[src/include/scc_pkg.sv]
// scc_pkg: register map, field positions and command codes of the serial channel control block
// assumes: byte-wide registers on even byte offsets, one block instance holds four channels
package scc_pkg;
	// ==========================================================
	// geometry
	localparam int unsigned SCC_NCHAN      = 4;
	localparam int unsigned SCC_AW         = 8;
	localparam int unsigned SCC_DW         = 8;
	// ==========================================================
	// byte offsets inside one channel window
	localparam logic [5:0]  SCC_OFF_CAL    = 6'h00;
	localparam logic [5:0]  SCC_OFF_CAH    = 6'h02;
	localparam logic [5:0]  SCC_OFF_CML    = 6'h04;
	localparam logic [5:0]  SCC_OFF_CMH    = 6'h06;
	localparam logic [5:0]  SCC_OFF_CSL    = 6'h08;
	localparam logic [5:0]  SCC_OFF_CSH    = 6'h0a;
	localparam logic [5:0]  SCC_OFF_CCL    = 6'h0c;
	localparam logic [5:0]  SCC_OFF_CCH    = 6'h0e;
	// channel select sits above the per-channel window
	localparam int unsigned SCC_CH_LSB     = 6;
	// ==========================================================
	// internal five-bit register addresses
	localparam logic [4:0]  SCC_IA_MODE    = 5'h01;
	localparam logic [4:0]  SCC_IA_CSTAT   = 5'h02;
	localparam logic [4:0]  SCC_IA_CCTRL   = 5'h03;
	// ==========================================================
	// field positions
	localparam int unsigned SCC_CAL_ADDR_LSB = 1;
	localparam int unsigned SCC_CAH_RST      = 2;
	localparam int unsigned SCC_CAH_CMD_LSB  = 3;
	localparam int unsigned SCC_CSH_RCC_CLR  = 5;
	localparam int unsigned SCC_CCL_WAIT     = 5;
	localparam int unsigned SCC_CCH_WAIT     = 5;
	// writable masks of mixed registers, and the register reset byte
	localparam logic [7:0]  SCC_CSL_WMASK  = 8'h3c;
	localparam logic [7:0]  SCC_CSH_WMASK  = 8'h1f;
	localparam logic [7:0]  SCC_CCL_WMASK  = 8'he0;
	localparam logic [7:0]  SCC_RST_BYTE   = 8'h00;
	// ==========================================================
	typedef enum logic [1:0] {
		SCC_OP_NORMAL,
		SCC_OP_ECHO,
		SCC_OP_EXT_LOOP,
		SCC_OP_INT_LOOP
	} scc_opmode_e;

	typedef enum logic [4:0] {
		SCC_CMD_NULL       = 5'h00,
		SCC_CMD_RST_IUS    = 5'h02,
		SCC_CMD_DMA_LOAD   = 5'h04,
		SCC_CMD_DMA_RX     = 5'h05,
		SCC_CMD_DMA_TX     = 5'h06,
		SCC_CMD_DMA_BOTH   = 5'h07,
		SCC_CMD_PURGE_RX   = 5'h09,
		SCC_CMD_PURGE_TX   = 5'h0a,
		SCC_CMD_PURGE_BOTH = 5'h0b,
		SCC_CMD_CNT_RX     = 5'h0d,
		SCC_CMD_CNT_TX     = 5'h0e,
		SCC_CMD_CNT_BOTH   = 5'h0f,
		SCC_CMD_TC0        = 5'h11,
		SCC_CMD_TC1        = 5'h12,
		SCC_CMD_TC_BOTH    = 5'h13,
		SCC_CMD_LSB_FIRST  = 5'h14,
		SCC_CMD_MSB_FIRST  = 5'h15,
		SCC_CMD_STRAIGHT   = 5'h16,
		SCC_CMD_SWAPPED    = 5'h17,
		SCC_CMD_RX_PURGE   = 5'h19
	} scc_cmd_e;

	// pulse vector bit positions
	localparam int unsigned SCC_P_IUS      = 0;
	localparam int unsigned SCC_P_DMA_LOAD = 1;
	localparam int unsigned SCC_P_DMA_RX   = 2;
	localparam int unsigned SCC_P_DMA_TX   = 3;
	localparam int unsigned SCC_P_PRG_RX   = 4;
	localparam int unsigned SCC_P_PRG_TX   = 5;
	localparam int unsigned SCC_P_CNT_RX   = 6;
	localparam int unsigned SCC_P_CNT_TX   = 7;
	localparam int unsigned SCC_P_TC0      = 8;
	localparam int unsigned SCC_P_TC1      = 9;
	localparam int unsigned SCC_P_RXPURGE  = 10;
	localparam int unsigned SCC_NPULSE     = 11;

	localparam logic [3:0]  SCC_RXMODE_LAST = 4'h9;
	localparam logic [3:0]  SCC_TXMODE_RSV1 = 4'h1;
	localparam logic [3:0]  SCC_TXMODE_SMS  = 4'hc;
	localparam logic [3:0]  SCC_TXMODE_HLP  = 4'he;
	localparam logic [1:0]  SCC_SB_RSV      = 2'h3;
endpackage

[src/hw/scc_cmd_dec.sv]
// scc_cmd_dec: decodes one five-bit channel command into one-cycle action pulses
// assumes: strobe is a single cycle on the block clock
`timescale 1ns/10ps
`default_nettype none
module scc_cmd_dec
	import scc_pkg::*;
(
	input  wire logic                  stb_in,    // command write strobe
	input  wire logic [4:0]            code_in,   // command code
	output logic [SCC_NPULSE-1:0]      pulse_out, // action pulses
	output logic                       lsb_sel_out, // set lsb-first
	output logic                       msb_sel_out, // set msb-first
	output logic                       str_sel_out, // set straight order
	output logic                       swp_sel_out  // set swapped order
);
	always_comb begin
		pulse_out   = '0;
		lsb_sel_out = 1'b0;
		msb_sel_out = 1'b0;
		str_sel_out = 1'b0;
		swp_sel_out = 1'b0;
		if (stb_in) begin
			unique case (code_in)
				SCC_CMD_RST_IUS:    pulse_out[SCC_P_IUS] = 1'b1;       // [RULE8]
				SCC_CMD_DMA_LOAD:   pulse_out[SCC_P_DMA_LOAD] = 1'b1;  // [RULE6]
				SCC_CMD_DMA_RX:     pulse_out[SCC_P_DMA_RX] = 1'b1;    // [RULE6]
				SCC_CMD_DMA_TX:     pulse_out[SCC_P_DMA_TX] = 1'b1;    // [RULE6]
				SCC_CMD_DMA_BOTH: begin                                // [RULE6]
					pulse_out[SCC_P_DMA_RX] = 1'b1;
					pulse_out[SCC_P_DMA_TX] = 1'b1;
				end
				SCC_CMD_PURGE_RX:   pulse_out[SCC_P_PRG_RX] = 1'b1;    // [RULE7]
				SCC_CMD_PURGE_TX:   pulse_out[SCC_P_PRG_TX] = 1'b1;    // [RULE7]
				SCC_CMD_PURGE_BOTH: begin                              // [RULE7]
					pulse_out[SCC_P_PRG_RX] = 1'b1;
					pulse_out[SCC_P_PRG_TX] = 1'b1;
				end
				SCC_CMD_CNT_RX:     pulse_out[SCC_P_CNT_RX] = 1'b1;    // [RULE7]
				SCC_CMD_CNT_TX:     pulse_out[SCC_P_CNT_TX] = 1'b1;    // [RULE7]
				SCC_CMD_CNT_BOTH: begin                                // [RULE7]
					pulse_out[SCC_P_CNT_RX] = 1'b1;
					pulse_out[SCC_P_CNT_TX] = 1'b1;
				end
				SCC_CMD_TC0:        pulse_out[SCC_P_TC0] = 1'b1;       // [RULE8]
				SCC_CMD_TC1:        pulse_out[SCC_P_TC1] = 1'b1;       // [RULE8]
				SCC_CMD_TC_BOTH: begin                                 // [RULE8]
					pulse_out[SCC_P_TC0] = 1'b1;
					pulse_out[SCC_P_TC1] = 1'b1;
				end
				SCC_CMD_RX_PURGE:   pulse_out[SCC_P_RXPURGE] = 1'b1;   // [RULE8]
				SCC_CMD_LSB_FIRST:  lsb_sel_out = 1'b1;                // [RULE9]
				SCC_CMD_MSB_FIRST:  msb_sel_out = 1'b1;                // [RULE9]
				SCC_CMD_STRAIGHT:   str_sel_out = 1'b1;                // [RULE10]
				SCC_CMD_SWAPPED:    swp_sel_out = 1'b1;                // [RULE10]
				// null and reserved codes do nothing
				default: pulse_out = '0;                               // [RULE23]
			endcase
		end
	end
endmodule
`default_nettype wire

[src/hw/scc_ctrl.sv]
// scc_ctrl: four-channel serial control front end (command/address, mode, status, control)
// assumes: host port with one-cycle strobes and read data in the following cycle;
// status inputs come from channel logic on the same clock
`timescale 1ns/10ps
`default_nettype none
// Overview of operation
// RULE1: four channels, identical register layout
// RULE2: internal addresses mode 1, status 2, control 3
// RULE3: software sets lower byte select
// RULE4: software sets byte access
// RULE5: two-bit loop-back/echo operating mode
// RULE6: commands trigger load, rx, tx DMA
// RULE7: commands purge FIFOs and load counters
// RULE8: time constant loads, rx purge, INTERRUPT_IN_SERVICE reset
// RULE9: bit order select, lsb first at reset
// RULE10: memory byte order, straight at reset
// RULE11: receiver mode field and reserved codes
// RULE12: transmitter mode field, its own codes
// RULE13: last character length binary, 0..7
// RULE14: count FIFO clear, valid, overflow
// RULE15: PLL sync and clocks-missed status bits
// RULE16: receive status block select
// RULE17: receiver waits for rx DMA trigger
// RULE18: tx status block and tx wait
// RULE19: preamble length and pattern fields
// RULE20: flag preamble select
// RULE21: async stop bit shave field
// RULE22: loop sending and on-loop status
// RULE23: reserved commands change nothing
// RULE24: channel reset restores defaults
module scc_ctrl
	import scc_pkg::*;
#(
	parameter int unsigned NCH = SCC_NCHAN
)(
	input  wire logic                  mclk_in,          // 250 MHz clock
	input  wire logic                  nrst_in,          // async reset, low
	input  wire logic [SCC_AW-1:0]     addr_in,          // byte address
	input  wire logic [SCC_DW-1:0]     wdata_in,         // write data
	input  wire logic                  wr_in,            // write strobe
	input  wire logic                  rd_in,            // read strobe
	output logic      [SCC_DW-1:0]     rdata_out,        // read data, next cycle
	input  wire logic [NCH-1:0]        tx_ack_in,        // tx acknowledge level
	input  wire logic [NCH-1:0]        rx_ack_in,        // rx acknowledge level
	input  wire logic [NCH-1:0]        loop_sending_in,  // tx sending onto loop
	input  wire logic [NCH-1:0]        on_loop_in,       // channel on the loop
	input  wire logic [NCH-1:0]        pll_sync_in,      // pll in sync
	input  wire logic [NCH-1:0]        clk_missed_in,    // clock missed event
	input  wire logic [NCH-1:0]        rcc_push_in,      // count fifo entry pushed
	input  wire logic [NCH-1:0]        rcc_pop_in,       // count fifo entry taken
	output logic [NCH-1:0][1:0]        op_mode_out,      // operating mode
	output logic [NCH-1:0][3:0]        rx_mode_out,      // receiver mode
	output logic [NCH-1:0][3:0]        tx_mode_out,      // transmitter mode
	output logic [NCH-1:0]             mode_rsv_out,     // reserved mode or status block code written
	output logic [NCH-1:0][2:0]        last_len_out,     // last char bit count
	output logic [NCH-1:0][1:0]        rx_sblk_out,      // rx status block words
	output logic [NCH-1:0][1:0]        tx_sblk_out,      // tx status block words
	output logic [NCH-1:0][6:0]        pre_len_out,      // preamble bits, 8..64
	output logic [NCH-1:0][1:0]        pre_pat_out,      // preamble pattern
	output logic [NCH-1:0]             pre_flag_out,     // flag preamble
	output logic [NCH-1:0][3:0]        shave_out,        // async stop shave
	output logic [NCH-1:0]             msb_first_out,    // serial msb first
	output logic [NCH-1:0]             swapped_out,      // memory bytes swapped
	output logic [NCH-1:0]             rx_go_out,        // receiver may move data
	output logic [NCH-1:0]             tx_go_out,        // transmitter may move data
	output logic [NCH-1:0][SCC_NPULSE-1:0] pulse_out,    // one-cycle command actions
	output logic [NCH-1:0]             chan_rst_out      // channel reset pulse
);
	// ==========================================================
	// address decode
	function automatic logic hit(input logic [SCC_AW-1:0] a, input logic [5:0] off);
		hit = (a[SCC_CH_LSB-1:0] == off);
	endfunction

	logic [1:0] ch;
	assign ch = addr_in[SCC_CH_LSB +: 2];

	logic [NCH-1:0] cah_wr;
	logic [NCH-1:0][4:0] iaddr_q;
	logic [NCH-1:0][1:0] op_q;
	logic [NCH-1:0][7:0] cml_q, cmh_q, csl_q, csh_q, ccl_q, cch_q;
	logic [NCH-1:0] rcc_valid_q, rcc_ovf_q, miss_q, go_rx_q, go_tx_q;
	logic [NCH-1:0] msb_q, swp_q;
	logic [NCH-1:0] lsb_s, msb_s, str_s, swp_s;
	logic [NCH-1:0][3:0] rcc_cnt_q;
	localparam logic [3:0] RCC_DEPTH = 4'h8;

	// ==========================================================
	// per-channel logic, one copy for each channel
	for (genvar c = 0; c < NCH; c++) begin : g_ch                // [RULE1]
		logic sel, wr;
		logic rst;
		assign sel = (ch == 2'(c));
		assign wr  = wr_in && sel;
		assign cah_wr[c] = wr && hit(addr_in, SCC_OFF_CAH);
		assign rst = cah_wr[c] && wdata_in[SCC_CAH_RST];        // [RULE24]
		assign chan_rst_out[c] = rst;

		scc_cmd_dec u_dec (
			.stb_in      (cah_wr[c] && !rst),
			.code_in     (wdata_in[SCC_CAH_CMD_LSB +: 5]),
			.pulse_out   (pulse_out[c]),
			.lsb_sel_out (lsb_s[c]),
			.msb_sel_out (msb_s[c]),
			.str_sel_out (str_s[c]),
			.swp_sel_out (swp_s[c])
		);

		// command/address and operating mode
		always_ff @(posedge mclk_in or negedge nrst_in) begin
			if (!nrst_in) begin
				iaddr_q[c] <= '0;
				op_q[c]    <= SCC_OP_NORMAL;
			end else if (rst) begin
				iaddr_q[c] <= '0;
				op_q[c]    <= SCC_OP_NORMAL;
			end else begin
				if (wr && hit(addr_in, SCC_OFF_CAL))
					iaddr_q[c] <= wdata_in[SCC_CAL_ADDR_LSB +: 5]; // [RULE2]
				if (cah_wr[c])
					op_q[c] <= wdata_in[1:0];                      // [RULE5]
			end
		end

		// bit and byte order selects
		always_ff @(posedge mclk_in or negedge nrst_in) begin
			if (!nrst_in) begin
				msb_q[c] <= 1'b0;
				swp_q[c] <= 1'b0;
			end else if (rst) begin
				msb_q[c] <= 1'b0;                                  // [RULE9]
				swp_q[c] <= 1'b0;                                  // [RULE10]
			end else begin
				if (lsb_s[c]) msb_q[c] <= 1'b0;                    // [RULE9]
				if (msb_s[c]) msb_q[c] <= 1'b1;                    // [RULE9]
				if (str_s[c]) swp_q[c] <= 1'b0;                    // [RULE10]
				if (swp_s[c]) swp_q[c] <= 1'b1;                    // [RULE10]
			end
		end

		// mode, status and control registers, written only at their direct offsets; low bytes also read via internal address
		logic w_cml, w_cmh, w_csl, w_csh, w_ccl, w_cch;
		assign w_cml = wr && hit(addr_in, SCC_OFF_CML);
		assign w_cmh = wr && hit(addr_in, SCC_OFF_CMH);
		assign w_csl = wr && hit(addr_in, SCC_OFF_CSL);
		assign w_csh = wr && hit(addr_in, SCC_OFF_CSH);
		assign w_ccl = wr && hit(addr_in, SCC_OFF_CCL);
		assign w_cch = wr && hit(addr_in, SCC_OFF_CCH);
		always_ff @(posedge mclk_in or negedge nrst_in) begin
			if (!nrst_in) begin
				cml_q[c] <= SCC_RST_BYTE;
				cmh_q[c] <= SCC_RST_BYTE;
				csl_q[c] <= SCC_RST_BYTE;
				csh_q[c] <= SCC_RST_BYTE;
				ccl_q[c] <= SCC_RST_BYTE;
				cch_q[c] <= SCC_RST_BYTE;
			end else if (rst) begin
				cml_q[c] <= SCC_RST_BYTE;                          // [RULE24]
				cmh_q[c] <= SCC_RST_BYTE;
				csl_q[c] <= SCC_RST_BYTE;
				csh_q[c] <= SCC_RST_BYTE;
				ccl_q[c] <= SCC_RST_BYTE;
				cch_q[c] <= SCC_RST_BYTE;
			end else begin
				if (w_cml) cml_q[c] <= wdata_in;                   // [RULE11]
				if (w_cmh) cmh_q[c] <= wdata_in;                   // [RULE12]
				if (w_csl) csl_q[c] <= wdata_in & SCC_CSL_WMASK;   // [RULE13]
				if (w_csh) csh_q[c] <= wdata_in & SCC_CSH_WMASK;
				if (w_ccl) ccl_q[c] <= wdata_in & SCC_CCL_WMASK;   // [RULE16]
				if (w_cch) cch_q[c] <= wdata_in;                   // [RULE18]
			end
		end

		// received character count fifo status; a push in the clear cycle survives
		always_ff @(posedge mclk_in or negedge nrst_in) begin
			if (!nrst_in) begin
				rcc_cnt_q[c]   <= '0;
				rcc_ovf_q[c]   <= 1'b0;
			end else begin
				if (rst || (w_csh && wdata_in[SCC_CSH_RCC_CLR])) begin // [RULE14]
					rcc_cnt_q[c] <= rcc_push_in[c] ? 4'h1 : 4'h0;
					rcc_ovf_q[c] <= 1'b0;
				end else if (rcc_push_in[c] && !rcc_pop_in[c]) begin
					if (rcc_cnt_q[c] == RCC_DEPTH)
						rcc_ovf_q[c] <= 1'b1;                      // [RULE14]
					else
						rcc_cnt_q[c] <= rcc_cnt_q[c] + 4'h1;
				end else if (rcc_pop_in[c] && !rcc_push_in[c] && rcc_cnt_q[c] != 4'h0) begin
					rcc_cnt_q[c] <= rcc_cnt_q[c] - 4'h1;
				end
			end
		end
		assign rcc_valid_q[c] = (rcc_cnt_q[c] != 4'h0);

		// latched clocks-missed; event beats a same-cycle software clear
		always_ff @(posedge mclk_in or negedge nrst_in) begin
			if (!nrst_in)
				miss_q[c] <= 1'b0;
			else if (clk_missed_in[c])
				miss_q[c] <= 1'b1;                                 // [RULE15]
			else if (rst || (w_csh && wdata_in[3:2] != 2'b00))
				miss_q[c] <= 1'b0;
		end

		// dma-trigger gating of receiver and transmitter
		always_ff @(posedge mclk_in or negedge nrst_in) begin
			if (!nrst_in) begin
				go_rx_q[c] <= 1'b0;
				go_tx_q[c] <= 1'b0;
			end else if (rst) begin
				go_rx_q[c] <= 1'b0;
				go_tx_q[c] <= 1'b0;
			end else begin
				if (pulse_out[c][SCC_P_DMA_RX] || pulse_out[c][SCC_P_PRG_RX])
					go_rx_q[c] <= pulse_out[c][SCC_P_DMA_RX];      // [RULE17]
				if (pulse_out[c][SCC_P_DMA_TX] || pulse_out[c][SCC_P_PRG_TX])
					go_tx_q[c] <= pulse_out[c][SCC_P_DMA_TX];      // [RULE18]
			end
		end

		// field outputs
		assign op_mode_out[c]  = op_q[c];                          // [RULE5]
		assign rx_mode_out[c]  = cml_q[c][3:0];                    // [RULE11]
		assign tx_mode_out[c]  = cmh_q[c][3:0];                    // [RULE12]
		assign mode_rsv_out[c] = (cml_q[c][3:0] > SCC_RXMODE_LAST)  // [RULE11]
			|| (cmh_q[c][3:0] == SCC_TXMODE_RSV1)                   // [RULE12]
			|| ((cmh_q[c][3:0] > SCC_RXMODE_LAST)
				&& (cmh_q[c][3:0] != SCC_TXMODE_SMS)
				&& (cmh_q[c][3:0] != SCC_TXMODE_HLP))
			|| (ccl_q[c][7:6] == SCC_SB_RSV) || (cch_q[c][7:6] == SCC_SB_RSV);
		assign last_len_out[c] = csl_q[c][4:2];                    // [RULE13]
		assign rx_sblk_out[c]  = ccl_q[c][7:6];                    // [RULE16]
		assign tx_sblk_out[c]  = cch_q[c][7:6];                    // [RULE18]
		assign pre_len_out[c]  = 7'h08 << cch_q[c][3:2];           // [RULE19]
		assign pre_pat_out[c]  = cch_q[c][1:0];                    // [RULE19]
		assign pre_flag_out[c] = cch_q[c][4];                      // [RULE20]
		// shave only meaningful when the transmitter is asynchronous
		assign shave_out[c]    = (cmh_q[c][3:0] == 4'h0) ? cch_q[c][3:0] : 4'h0; // [RULE21]
		assign msb_first_out[c] = msb_q[c];
		assign swapped_out[c]   = swp_q[c];
		assign rx_go_out[c] = !ccl_q[c][SCC_CCL_WAIT] || go_rx_q[c]; // [RULE17]
		assign tx_go_out[c] = !cch_q[c][SCC_CCH_WAIT] || go_tx_q[c]; // [RULE18]

		AST_RESET_ORDER: assert property (@(posedge mclk_in) disable iff (!nrst_in)
			rst |=> (!msb_q[c] && !swp_q[c] && op_q[c] == 2'b00))   // [RULE24]
			else $error("channel reset did not restore defaults");
		AST_MSB_SEL: assert property (@(posedge mclk_in) disable iff (!nrst_in)
			msb_s[c] |=> msb_q[c] until lsb_s[c] || rst)            // [RULE9]
			else $error("msb first not held");
		AST_SWAP_SEL: assert property (@(posedge mclk_in) disable iff (!nrst_in)
			(str_s[c] || swp_s[c]) |=> swp_q[c] == $past(swp_s[c])) // [RULE10]
			else $error("memory order select wrong");
		AST_RX_WAIT: assert property (@(posedge mclk_in) disable iff (!nrst_in)
			(ccl_q[c][SCC_CCL_WAIT] && !go_rx_q[c]) |-> !rx_go_out[c]) // [RULE17]
			else $error("receiver moved without trigger");
		AST_RX_TRIG: assert property (@(posedge mclk_in) disable iff (!nrst_in)
			(pulse_out[c][SCC_P_DMA_RX] && !rst) |=> rx_go_out[c])  // [RULE17]
			else $error("rx trigger ignored");
		AST_RCC_CLR: assert property (@(posedge mclk_in) disable iff (!nrst_in)
			(w_csh && wdata_in[SCC_CSH_RCC_CLR] && !rcc_push_in[c])
			|=> !rcc_valid_q[c] && !rcc_ovf_q[c])                   // [RULE14]
			else $error("count fifo not cleared");
		AST_MISS_SET: assert property (@(posedge mclk_in) disable iff (!nrst_in)
			clk_missed_in[c] |=> miss_q[c])                         // [RULE15]
			else $error("clocks missed event lost");
		AST_OPMODE: assert property (@(posedge mclk_in) disable iff (!nrst_in)
			(cah_wr[c] && !wdata_in[SCC_CAH_RST]) |=> op_mode_out[c] == $past(wdata_in[1:0])) // [RULE5]
			else $error("operating mode not taken");
		AST_RSV_CMD: assert property (@(posedge mclk_in) disable iff (!nrst_in)
			(cah_wr[c] && wdata_in[7:3] == 5'h18) |-> pulse_out[c] == '0 ##1 $stable(msb_q[c])) // [RULE23]
			else $error("reserved command acted");
	end

	// ==========================================================
	// read port: one cycle latency, unmapped offsets read zero
	logic [SCC_DW-1:0] rmux;
	logic [4:0] ia;
	logic [5:0] roff;
	always_comb begin
		ia   = iaddr_q[ch];
		roff = addr_in[SCC_CH_LSB-1:0];
		// offset 0 reads through the internal address pointer
		if (roff == SCC_OFF_CAL) begin
			unique case (ia)
				SCC_IA_MODE:  roff = SCC_OFF_CML;                  // [RULE2]
				SCC_IA_CSTAT: roff = SCC_OFF_CSL;                  // [RULE2]
				SCC_IA_CCTRL: roff = SCC_OFF_CCL;                  // [RULE2]
				default:      roff = SCC_OFF_CAL;
			endcase
		end
		unique case (roff)
			SCC_OFF_CML: rmux = cml_q[ch];
			SCC_OFF_CMH: rmux = cmh_q[ch];
			SCC_OFF_CSL: rmux = {on_loop_in[ch], loop_sending_in[ch],          // [RULE22]
				csl_q[ch][5:2], rx_ack_in[ch], tx_ack_in[ch]};
			SCC_OFF_CSH: rmux = {rcc_ovf_q[ch], rcc_valid_q[ch], 1'b0,         // [RULE14]
				pll_sync_in[ch], {2{miss_q[ch]}}, csh_q[ch][1:0]};             // [RULE15]
			SCC_OFF_CCL: rmux = ccl_q[ch];
			SCC_OFF_CCH: rmux = cch_q[ch];
			default:     rmux = '0;
		endcase
	end

	always_ff @(posedge mclk_in or negedge nrst_in) begin
		if (!nrst_in)
			rdata_out <= '0;
		else if (rd_in)
			rdata_out <= rmux;
		else
			rdata_out <= '0;
	end
endmodule
`default_nettype wire

[config.mk]
export PLATFORM = sky130hd
export DESIGN_NAME = scc_ctrl
export DESIGN_NICKNAME = d
export VERILOG_FILES = /design/src/include/scc_pkg.sv /design/src/hw/scc_cmd_dec.sv /design/src/hw/scc_ctrl.sv
export SDC_FILE = /design/constraint.sdc
export NUM_CORES = 1
export LEC_CHECK = 0
export BUFFER_PORTS_ARGS = -buffer_cell sky130_fd_sc_hd__clkbuf_2
export CELL_PAD_IN_SITES_DETAIL_PLACEMENT = 2
export CELL_PAD_IN_SITES_GLOBAL_PLACEMENT = 2
export CORE_MARGIN = 4
export CORE_UTILIZATION = 35
export CTS_BUF_LIST = sky130_fd_sc_hd__clkbuf_4
export DETAILED_ROUTE_END_ITERATION = 10
export PLACE_DENSITY_LB_ADDON = 0.1
export SETUP_SLACK_MARGIN = 0.3
export SYNTH_ARGS = -nofsm -noshare
export SYNTH_HDL_FRONTEND = slang
export SYNTH_SLANG_ARGS = --single-unit
[constraint.sdc]
create_clock -name mclk_in -period 2.3 [get_ports mclk_in]
set_clock_uncertainty 0.1 [all_clocks]
set_input_delay 0.23 -clock mclk_in [delete_from_list [all_inputs] [get_ports mclk_in]]
set_output_delay 0.23 -clock mclk_in [all_outputs]
set_load 0.03 [all_outputs]
# Word level (Yosys, flattened, before mapping)
# Index checks and enable logic that the tools add are counted.
dict set report totals {
  register_bits 268
  in_bits 52
  out_inout_bits 200
}
dict set report classes {
  add_sub_neg 8
  order_cmp 9
  n_eq_ne 66
  shift 4
  muxes 217
  reduce_logical 223
}
# operator count
set op_table {}
lappend op_table {{$mux 8} 53}
lappend op_table {{$reduce_bool 2->1} 53}
lappend op_table {{$mux 1} 103}
lappend op_table {{$bmux 8 s2} 6}
lappend op_table {{$mux 4} 20}
lappend op_table {{$logic_and 1x1->1} 72}
lappend op_table {{$eq 6x4->1 const B} 8}
lappend op_table {{$pmux 8 s6} 1}
lappend op_table {{$mux 5} 9}
lappend op_table {{$mux 11} 4}
lappend op_table {{$eq 5x5->1 const B} 8}
lappend op_table {{$logic_or 1x1->1} 40}
lappend op_table {{$reduce_bool 3->1} 12}
lappend op_table {{$gt 4x4->1 const B} 8}
lappend op_table {{$ne 4x4->1 const B} 8}
lappend op_table {{$eq 5x4->1 const B} 6}
lappend op_table {{$shl 4x2->7 const A} 4}
lappend op_table {{$eq 6x3->1 const B} 4}
lappend op_table {{$eq 2x2->1 const B} 10}
lappend op_table {{$eq 5x3->1 const B} 4}
lappend op_table {{$logic_not 1->1} 20}
lappend op_table {{$mux 2} 9}
lappend op_table {{$add 4x1->4 const B} 4}
lappend op_table {{$bmux 1 s2} 8}
lappend op_table {{18 further kinds} 53}

# Logic depth before layout (Yosys ltp)
# Gate-level depths: netlist of run 1.
dict set report logic_depth {
  depth_word 10
  ltp_mapped 8
  depth_no_buf 7
}

# Modules after synthesis
# From an unflattened synthesis of run 1, not the netlist that was laid out.
dict set report unflattened {
  hier_cells 1324
  hier_area_um2 12255.5
}
# module instances cells_each area_each_um2
set by_module_without_submodules {}
lappend by_module_without_submodules {scc_ctrl 1 1224 11634.9}
lappend by_module_without_submodules {scc_cmd_dec 4 25 155.1}

# Worst setup path after synthesis of run 1
# OpenSTA, ideal clock, no wires.
dict set report synth_timing {
  path_kind {input-to-output}
  from {in addr_in[6]}
  to {out pulse_out[0] (netlist bit)}
  arrival_time_ns 1.909
  setup_slack_ns 0.061
  cell_stages 8
  cell_sequence {buf_6 > buf_6 > buf_6 > nor3b_2 > buf_2 > nand4_1 > clkbuf_1 > nor2_1}
}
# element line_no
set synth_lines {}
lappend synth_lines {{from (decl)} scc_ctrl.sv:38} ;# input wire logic [SCC_AW-1:0] addr_in,
lappend synth_lines {{to (decl)} scc_ctrl.sv:66} ;# output logic [NCH-1:0][SCC_NPULSE-1:0] pulse_out,

# Worst setup path after layout of run 1
dict set report layout_timing {
  from {reg cmh_q (netlist bit tx_mode_out[11])}
  to {out mode_rsv_out[2]}
}
dict set report layout_between {
  elab_chain_cells 6
  word_cells_on_any_way 10
}
# element line_no
set layout_lines {}
lappend layout_lines {{from (decl)} scc_ctrl.sv:81} ;# logic [NCH-1:0][7:0] cml_q, cmh_q, csl_q, csh_q, ccl_q, cch_q;
lappend layout_lines {{from (signal, indexed assignment)} scc_ctrl.sv:166} ;# if (w_cmh) cmh_q[c] <= wdata_in;
lappend layout_lines {{$gt 4x4->1 or $ne 4x4->1 (tied branches)} {scc_ctrl.sv:227, scc_ctrl.sv:228}}
lappend layout_lines {{$logic_and 1x1->1} scc_ctrl.sv:228} ;# && (cmh_q[c][3:0] != SCC_TXMODE_SMS)
lappend layout_lines {{$logic_and 1x1->1} scc_ctrl.sv:229} ;# && (cmh_q[c][3:0] != SCC_TXMODE_HLP))
lappend layout_lines {{$logic_or 1x1->1 *} scc_ctrl.sv:227} ;# || ((cmh_q[c][3:0] > SCC_RXMODE_LAST)
lappend layout_lines {{$logic_or 1x1->1 * (2 in a row)} scc_ctrl.sv:230} ;# || (ccl_q[c][7:6] == SCC_SB_RSV) || (cch_q[c][7:6] == SCC_SB_RSV);
lappend layout_lines {{to (decl)} scc_ctrl.sv:54} ;# output logic [NCH-1:0] mode_rsv_out,
# Every way passes the cells marked *; elsewhere a longest branch is shown, timed or not.

==> reports/metrics.yaml, run 1 <==
final-instance-count-excl-fill: 2049
final_critical_path_setup_slack_ps: -69.1
cts_buffers: 61
layout.cells.most_common_list: "sky130_fd_sc_hd__dfrtp_1, sky130_fd_sc_hd__clkbuf_2, sky130_fd_sc_hd__nor2_1"
gp_congestion: 0.811
detail_route.wl_per_cell_um: 29.1
first_pass_iters: 8
skew_pair_late_insertion_delay_ps: 770
critical_r2r_capture: "rcc_cnt_q[8]"
die_width_um: 194
final_max_slew_viol_count: 0
grt_remaining_overflow: 0
groute.usage.overall_pct: 27.7
via_count: 11800
drt_first_iter_violations: 813
syn-cell-area_um2: 12100
min_path_type: "input port to flop"
max-clock-path-buffers: 3
wire_length_of_the_first_global_routing_pass_um: 81700
worst_endpoint_data_arrival_time_ps: 2040
worst_setup_path_end_kind: "output port"
io_port_bufs: 239
place.detailed.hpwl_um: 34800
design.die.area_um2: 37500
initial_utilization_pct: 35.7
synth_seq_cells: 208
postSynthAreaPerCell_um2: 9.82
period_share_pct: 103
rows: 67
regToRegStartpoint: "rcc_cnt_q[8]"
hold_viol: 0
finalSetupViolCount: 8
grt.busiest_layer: "met2"
viasPerCell: 5.77
synthCells: 1228
io_pins: 252
worst_setup_path_start_kind: "flop"
ant_nets: 0
worst-slew-pin-transition_ps: 746
fraction_of_final_layout_cells_sized_beyond_drive_strength_1_pct: 41.7
vdd.ir_drop.worst_mv: 0.323
timing.final.crit_period_ps: 2370
clock_tree.htree_level_count: 2
grt_start_max_net_pins: 54
totalWireLength_um: 59700
cap_violations: 0
cellLeakagePower_nw: 8.08
use_met2_pct: 47.9
antenna_found_initial: 3
worst_slack_at_placement_ps: -234
layout_commonest_cell: "sky130_fd_sc_hd__dfrtp_1"
use_met3_pct: 4.21
postLayoutCellArea_um2: 16600
capture_endpoint_of_the_worst_hold_path: "iaddr_q[7]"
cell_count_of_the_worst_hold_path: 5
fp.coreArea_um2: 33800
slew_headroom_pct: 49.5
clockRootBuffer: "sky130_fd_sc_hd__clkbuf_4"
hold_ws_ps: 22.2
asyncSetResetFlopFracSynth_pct: 100
final_net_count: 1621
ys_dominant_reg_cell: "sky130_fd_sc_hd__dfrtp_1"
reg2reg_setup_slack_ps: 160
run_status: "finished with violations"
worstHoldStart: "addr_in[3]"
yosysUniqueCellTypes: 62
synth_seq_area_share_pct: 43.2
dp.cells: 1842
violations: "negative setup slack"
critical_path_peak_fanout: 5
grt_setup_unrepaired: "true"
crit_type: "flop to output port"
synthesis.yosys.warnings: 0
route.detailed.drc: 0
edff_count_synth: 0
floorplan.die.height_um: 194
reg_clk_slew_reported_paths_ps: 70
worstRegToRegCells: 4
required_ps: 1970
syn_to_final_growth_pct: 37.7
number_of_global_route_vias_before_repair: 12800
cts_tree: "done"
cts.sink_count: 208
achievable-frequency_mhz: 422
dpl_cell_area_um2: 13900
met1_usage_pct: 35.4
power_density_nw_per_um2: 624
## worst max-delay path: stages, from the launching register on
cell and delay (ps):
sky130_fd_sc_hd__dfrtp_2 470, sky130_fd_sc_hd__nor3_2 250, sky130_fd_sc_hd__a21oi_1 80, sky130_fd_sc_hd__o2111ai_1 260, sky130_fd_sc_hd__buf_4 210
## kinds of logic (layout without fill, tap and decap cells)
logic type / Yosys count / after routing / share of synthesized area (%)
AOI/OAI and AO/OA: 191 / 191 / 9.90
xor gates and xnor gates: 12 / 12 / 0.872
adders and majority gates: 12 / 12 / 1.49
buffers and inverters: 184 / 543 / 9.08
DFF: 208 / 208 / 43.2
muxes: 143 / 143 / 16.4
other: 1 / 14 / 0.0311
and+or+nand+nor: 477 / 478 / 19.1
## flip-flops by register name (all words and copies together), names as in the netlist, 8 cells and up
signal        flops
iaddr_q          20
cmh_q            16
cml_q            16
rcc_cnt_q        16
rx_mode_out      16
tx_mode_out      16
cch_q            12
last_len_out     12
csh_q             8
op_mode_out       8
pre_pat_out       8
rdata_out         8
rx_sblk_out       8
tx_sblk_out       8
## final cells by class
type / count / area, um^2
antenna: 2 / 5.00
clock buffer: 87 / 653
timing repair buffer: 425 / 3560
inverter: 13 / 52.6
multi-input combinational: 848 / 6460
tap: 448 / 561
fill: 3494 / 17200
clock inverter: 18 / 73.8
sequential: 208 / 5240
## how the worst max path moves through the flow
stage | startpoint | cells past startpoint | endpoint | slack, ps
floorplan | addr_in[5] | 7 | pulse_out[22] | 200
global placement | addr_in[5] | 6 | chan_rst_out[0] | -90
detailed placement | addr_in[5] | 6 | chan_rst_out[0] | -230
CTS | tx_mode_out[5] | 4 | shave_out[4] | -20
global route | tx_mode_out[13] | 4 | shave_out[13] | -140
finish | tx_mode_out[11] | 4 | mode_rsv_out[2] | -70
## per-stage QoR
step           util, %  setup TNS, ps  total power [mW]
2_1_floorplan        -              0              5.72
3_3_place_gp      41.0          -2640              6.27
3_5_place_dp      41.0         -25930              6.39
4_1_cts           46.7          -84.7              10.1
5_1_grt           49.1          -1610              10.8
6_report          49.1           -256              10.4
## cell usage after synthesis, drive strengths merged (3+ instances only)
cell type	count	area share, %
a22oi	5	0.31
inv	13	0.40
or2	4	0.21
nor3	13	0.62
xnor2	10	0.73
nand3	77	3.2
a2bb2oi	8	0.58
mux2i	97	8.1
o22a	3	0.22
nand2	113	3.5
o2bb2ai	8	0.58
nor4	9	0.70
fa	4	0.66
a31oi	5	0.26
nand4	4	0.21
o211ai	11	0.68
a41oi	3	0.28
or4	4	0.25
and2	22	1.1
clkbuf	44	1.4
nand2b	16	0.83
o22ai	3	0.16
nor2b	12	0.62
nand3b	6	0.37
mux2	4	0.37
o2111ai	5	0.36
or3	6	0.31
a221oi	3	0.22
ha	8	0.83
a21oi	77	3.2
mux4	42	8.0
dfrtp	208	43
nor4b	6	0.61
nor2	171	5.4
nand4b	7	0.51
o21ai	41	1.7
buf	127	7.3
a21o	8	0.50
a211oi	5	0.31
and3	3	0.16
## per-layer routing
metal  wire (um)  vias to the layer above
met5          14                        -
met4        2810                        2
met3        2980                      166
met2       30100                      473
met1       23800                     6252
li1            -                     4926
## what timing repair did
item	in CTS	in global routing
setup endpoints to repair	80	107
gates cloned	3	4
setup buffers	32	21
pin swaps	23	43
hold endpoints to repair	308	0
hold buffers	40	0
gates resized for setup	127	265
## power breakdown
| part | internal, mW | leakage, nW | switching [mW] | total (mW) |
|---|---|---|---|---|
| Combinational | 0.989 | 4.91 | 1.34 | 2.33 |
| Sequential | 3.98 | 2.73 | 0.444 | 4.43 |
| Clock | 1.72 | 0.437 | 1.87 | 3.59 |
| Total | 6.69 | 8.08 | 3.66 | 10.4 |
Note: power is estimated with default switching activity, not from simulation.
==> run 2, diff against run 1 <==
Settings changed: CORE_UTILIZATION 35 to 38.
Clock period 2.3 ns to 2.9 ns, I/O delays scaled along.
==> reports/metrics.yaml, run 2 (synthesis gave the netlist of run 1 again) <==
power_density_nw_per_um2: 554
io_pins: 252
setup-tns-final_ps: 0
grt_remaining_overflow: 0
seq_power_share_pct: 43.5
switching_share_pct: 32.1
rows: 64
cellLeakagePower_nw: 7.39
skew_pair_late_insertion_delay_ps: 730
max-clock-path-buffers: 3
io_port_bufs: 239
critical_r2r_capture: "rdata_out[4]"
number_of_global_route_vias_before_repair: 11900
cap_violations: 0
ant_nets: 0
cts_buffers: 59
registers.top_by_ff_count: "iaddr_q"
reg2reg_setup_slack_ps: 570
initial_utilization_pct: 39.0
reg_clk_slew_reported_paths_ps: 70
timing.final.crit_period_ps: 2490
worst_setup_path_end_kind: "output port"
switchingPower_mw: 2.56
worst-slew-pin-transition_ps: 807
layout_commonest_cell: "sky130_fd_sc_hd__clkbuf_2"
slew_headroom_pct: 45.8
groute.usage.overall_pct: 27.4
design.die.area_um2: 34600
detail_route.wl_per_cell_um: 25.2
wire_length_of_the_first_global_routing_pass_um: 73000
required_ps: 2510
fraction_of_final_layout_cells_sized_beyond_drive_strength_1_pct: 31.5
clock_tree.htree_level_count: 2
cts_tree: "done"
vdd.ir_drop.worst_mv: 0.200
worst_endpoint_data_arrival_time_ps: 2100
hold_viol: 0
route.detailed.drc: 0
run_status: "complete, no violations"
via_count: 10800
power_frac_clock_pct: 37.0
first_pass_iters: 5
internal_power_mw: 5.42
clockRootBuffer: "sky130_fd_sc_hd__clkbuf_4"
postLayoutCellArea_um2: 14400
syn_to_final_growth_pct: 19.3
achievable-frequency_mhz: 401
final_max_slew_viol_count: 0
fp.coreArea_um2: 30900
final_net_count: 1518
min_path_type: "input port to asynchronous set/reset pin"
gp_congestion: 0.831
critical_path_peak_fanout: 11
worstRegToRegCells: 5
worst_setup_path_start_kind: "input port"
flip_flop_count_of_the_largest_register_after_layout: 20
antenna_found_initial: 2
viasPerCell: 5.68
regToRegStartpoint: "iaddr_q[8]"
dpl_cell_area_um2: 13300
drt_first_iter_violations: 684
combPwrFrac_pct: 19.5
floorplan.die.height_um: 186
crit_type: "input port to output port"
die_width_um: 186
fillers: 3380
finalPower_mw: 7.97
place.detailed.hpwl_um: 34200
layout.cells.most_common_list: "sky130_fd_sc_hd__clkbuf_2, sky130_fd_sc_hd__dfrtp_1, sky130_fd_sc_hd__nor2_1"
grt_setup_unrepaired: "true"
finalSetupViolCount: 0
grt_start_max_net_pins: 67
cts.sink_count: 208
totalWireLength_um: 47700
period_share_pct: 85.9
-- run 2: routing by layer --
layer	track usage, %	vias to the layer above	part of all wire (%)
li1	-	4713	-
met3	6.18	88	6.7
met2	44.2	392	47
met1	37.2	5557	43
met4	8.25	2	2.8
met5	0	-	0.027
-- run 2: timing repair --
action | CTS | global route
hold buffers | 21 | 0
setup buffers | 0 | 1
endpoints found under the hold margin | 171 | 0
cloned | 0 | 0
setup endpoints to repair | 23 | 61
gates resized for setup | 10 | 6
-- run 2: worst max-delay path by stage --
stage | end | from
after floorplan | pulse_out[0] | addr_in[6]
after global routing | pulse_out[2] | addr_in[2]
after global placement | pulse_out[27] | addr_in[6]
final | pulse_out[5] | addr_in[2]
after detailed placement | rdata_out[4] | addr_in[5]
after CTS | pulse_out[43] | addr_in[6]
-- run 2: power groups by stage --
stage | Sequential (mW) | Combinational [mW] | Clock [mW]
2_1_floorplan | 3.40 | 1.12 | 0
3_5_place_dp | 3.51 | 1.51 | 0
5_1_grt | 3.51 | 1.73 | 3.21
3_3_place_gp | 3.49 | 1.44 | 0
6_report | 3.47 | 1.55 | 2.95
4_1_cts | 3.46 | 1.55 | 3.03
-- run 2: layout make-up --
class | count | area (um^2) | area share, %
Clock buffer | 93 | 698 | 4.85
Sequential cell | 208 | 5200 | 36.2
Inverter | 13 | 48.8 | 0.339
Clock inverter | 11 | 97.6 | 0.679
Multi-Input combinational cell | 847 | 5870 | 40.8
Tap cell | 396 | 495 | 3.45
Antenna cell | 1 | 2.50 | 0.0174
Timing Repair Buffer | 325 | 1970 | 13.7
-- run 2: per-stage QoR --
step	worst slack [ps]	instances	util, %	hold slack (ps)
2_1_floorplan	541	1239	-	-106
3_3_place_gp	261	1767	43.0	231
3_5_place_dp	189	1767	43.0	228
4_1_cts	305	1892	46.4	6.12
5_1_grt	286	1894	46.5	21.4
6_report	408	1894	46.5	13.2
-- run 2: worst max-delay path, stage by stage --
cell and delay [ps]:
sky130_fd_sc_hd__clkbuf_2 160, sky130_fd_sc_hd__nor4_1 450, sky130_fd_sc_hd__and2_2 370, sky130_fd_sc_hd__nand4_1 230, sky130_fd_sc_hd__buf_4 250, sky130_fd_sc_hd__nor2_1 120
sky130_fd_sc_hd__clkbuf_2 230
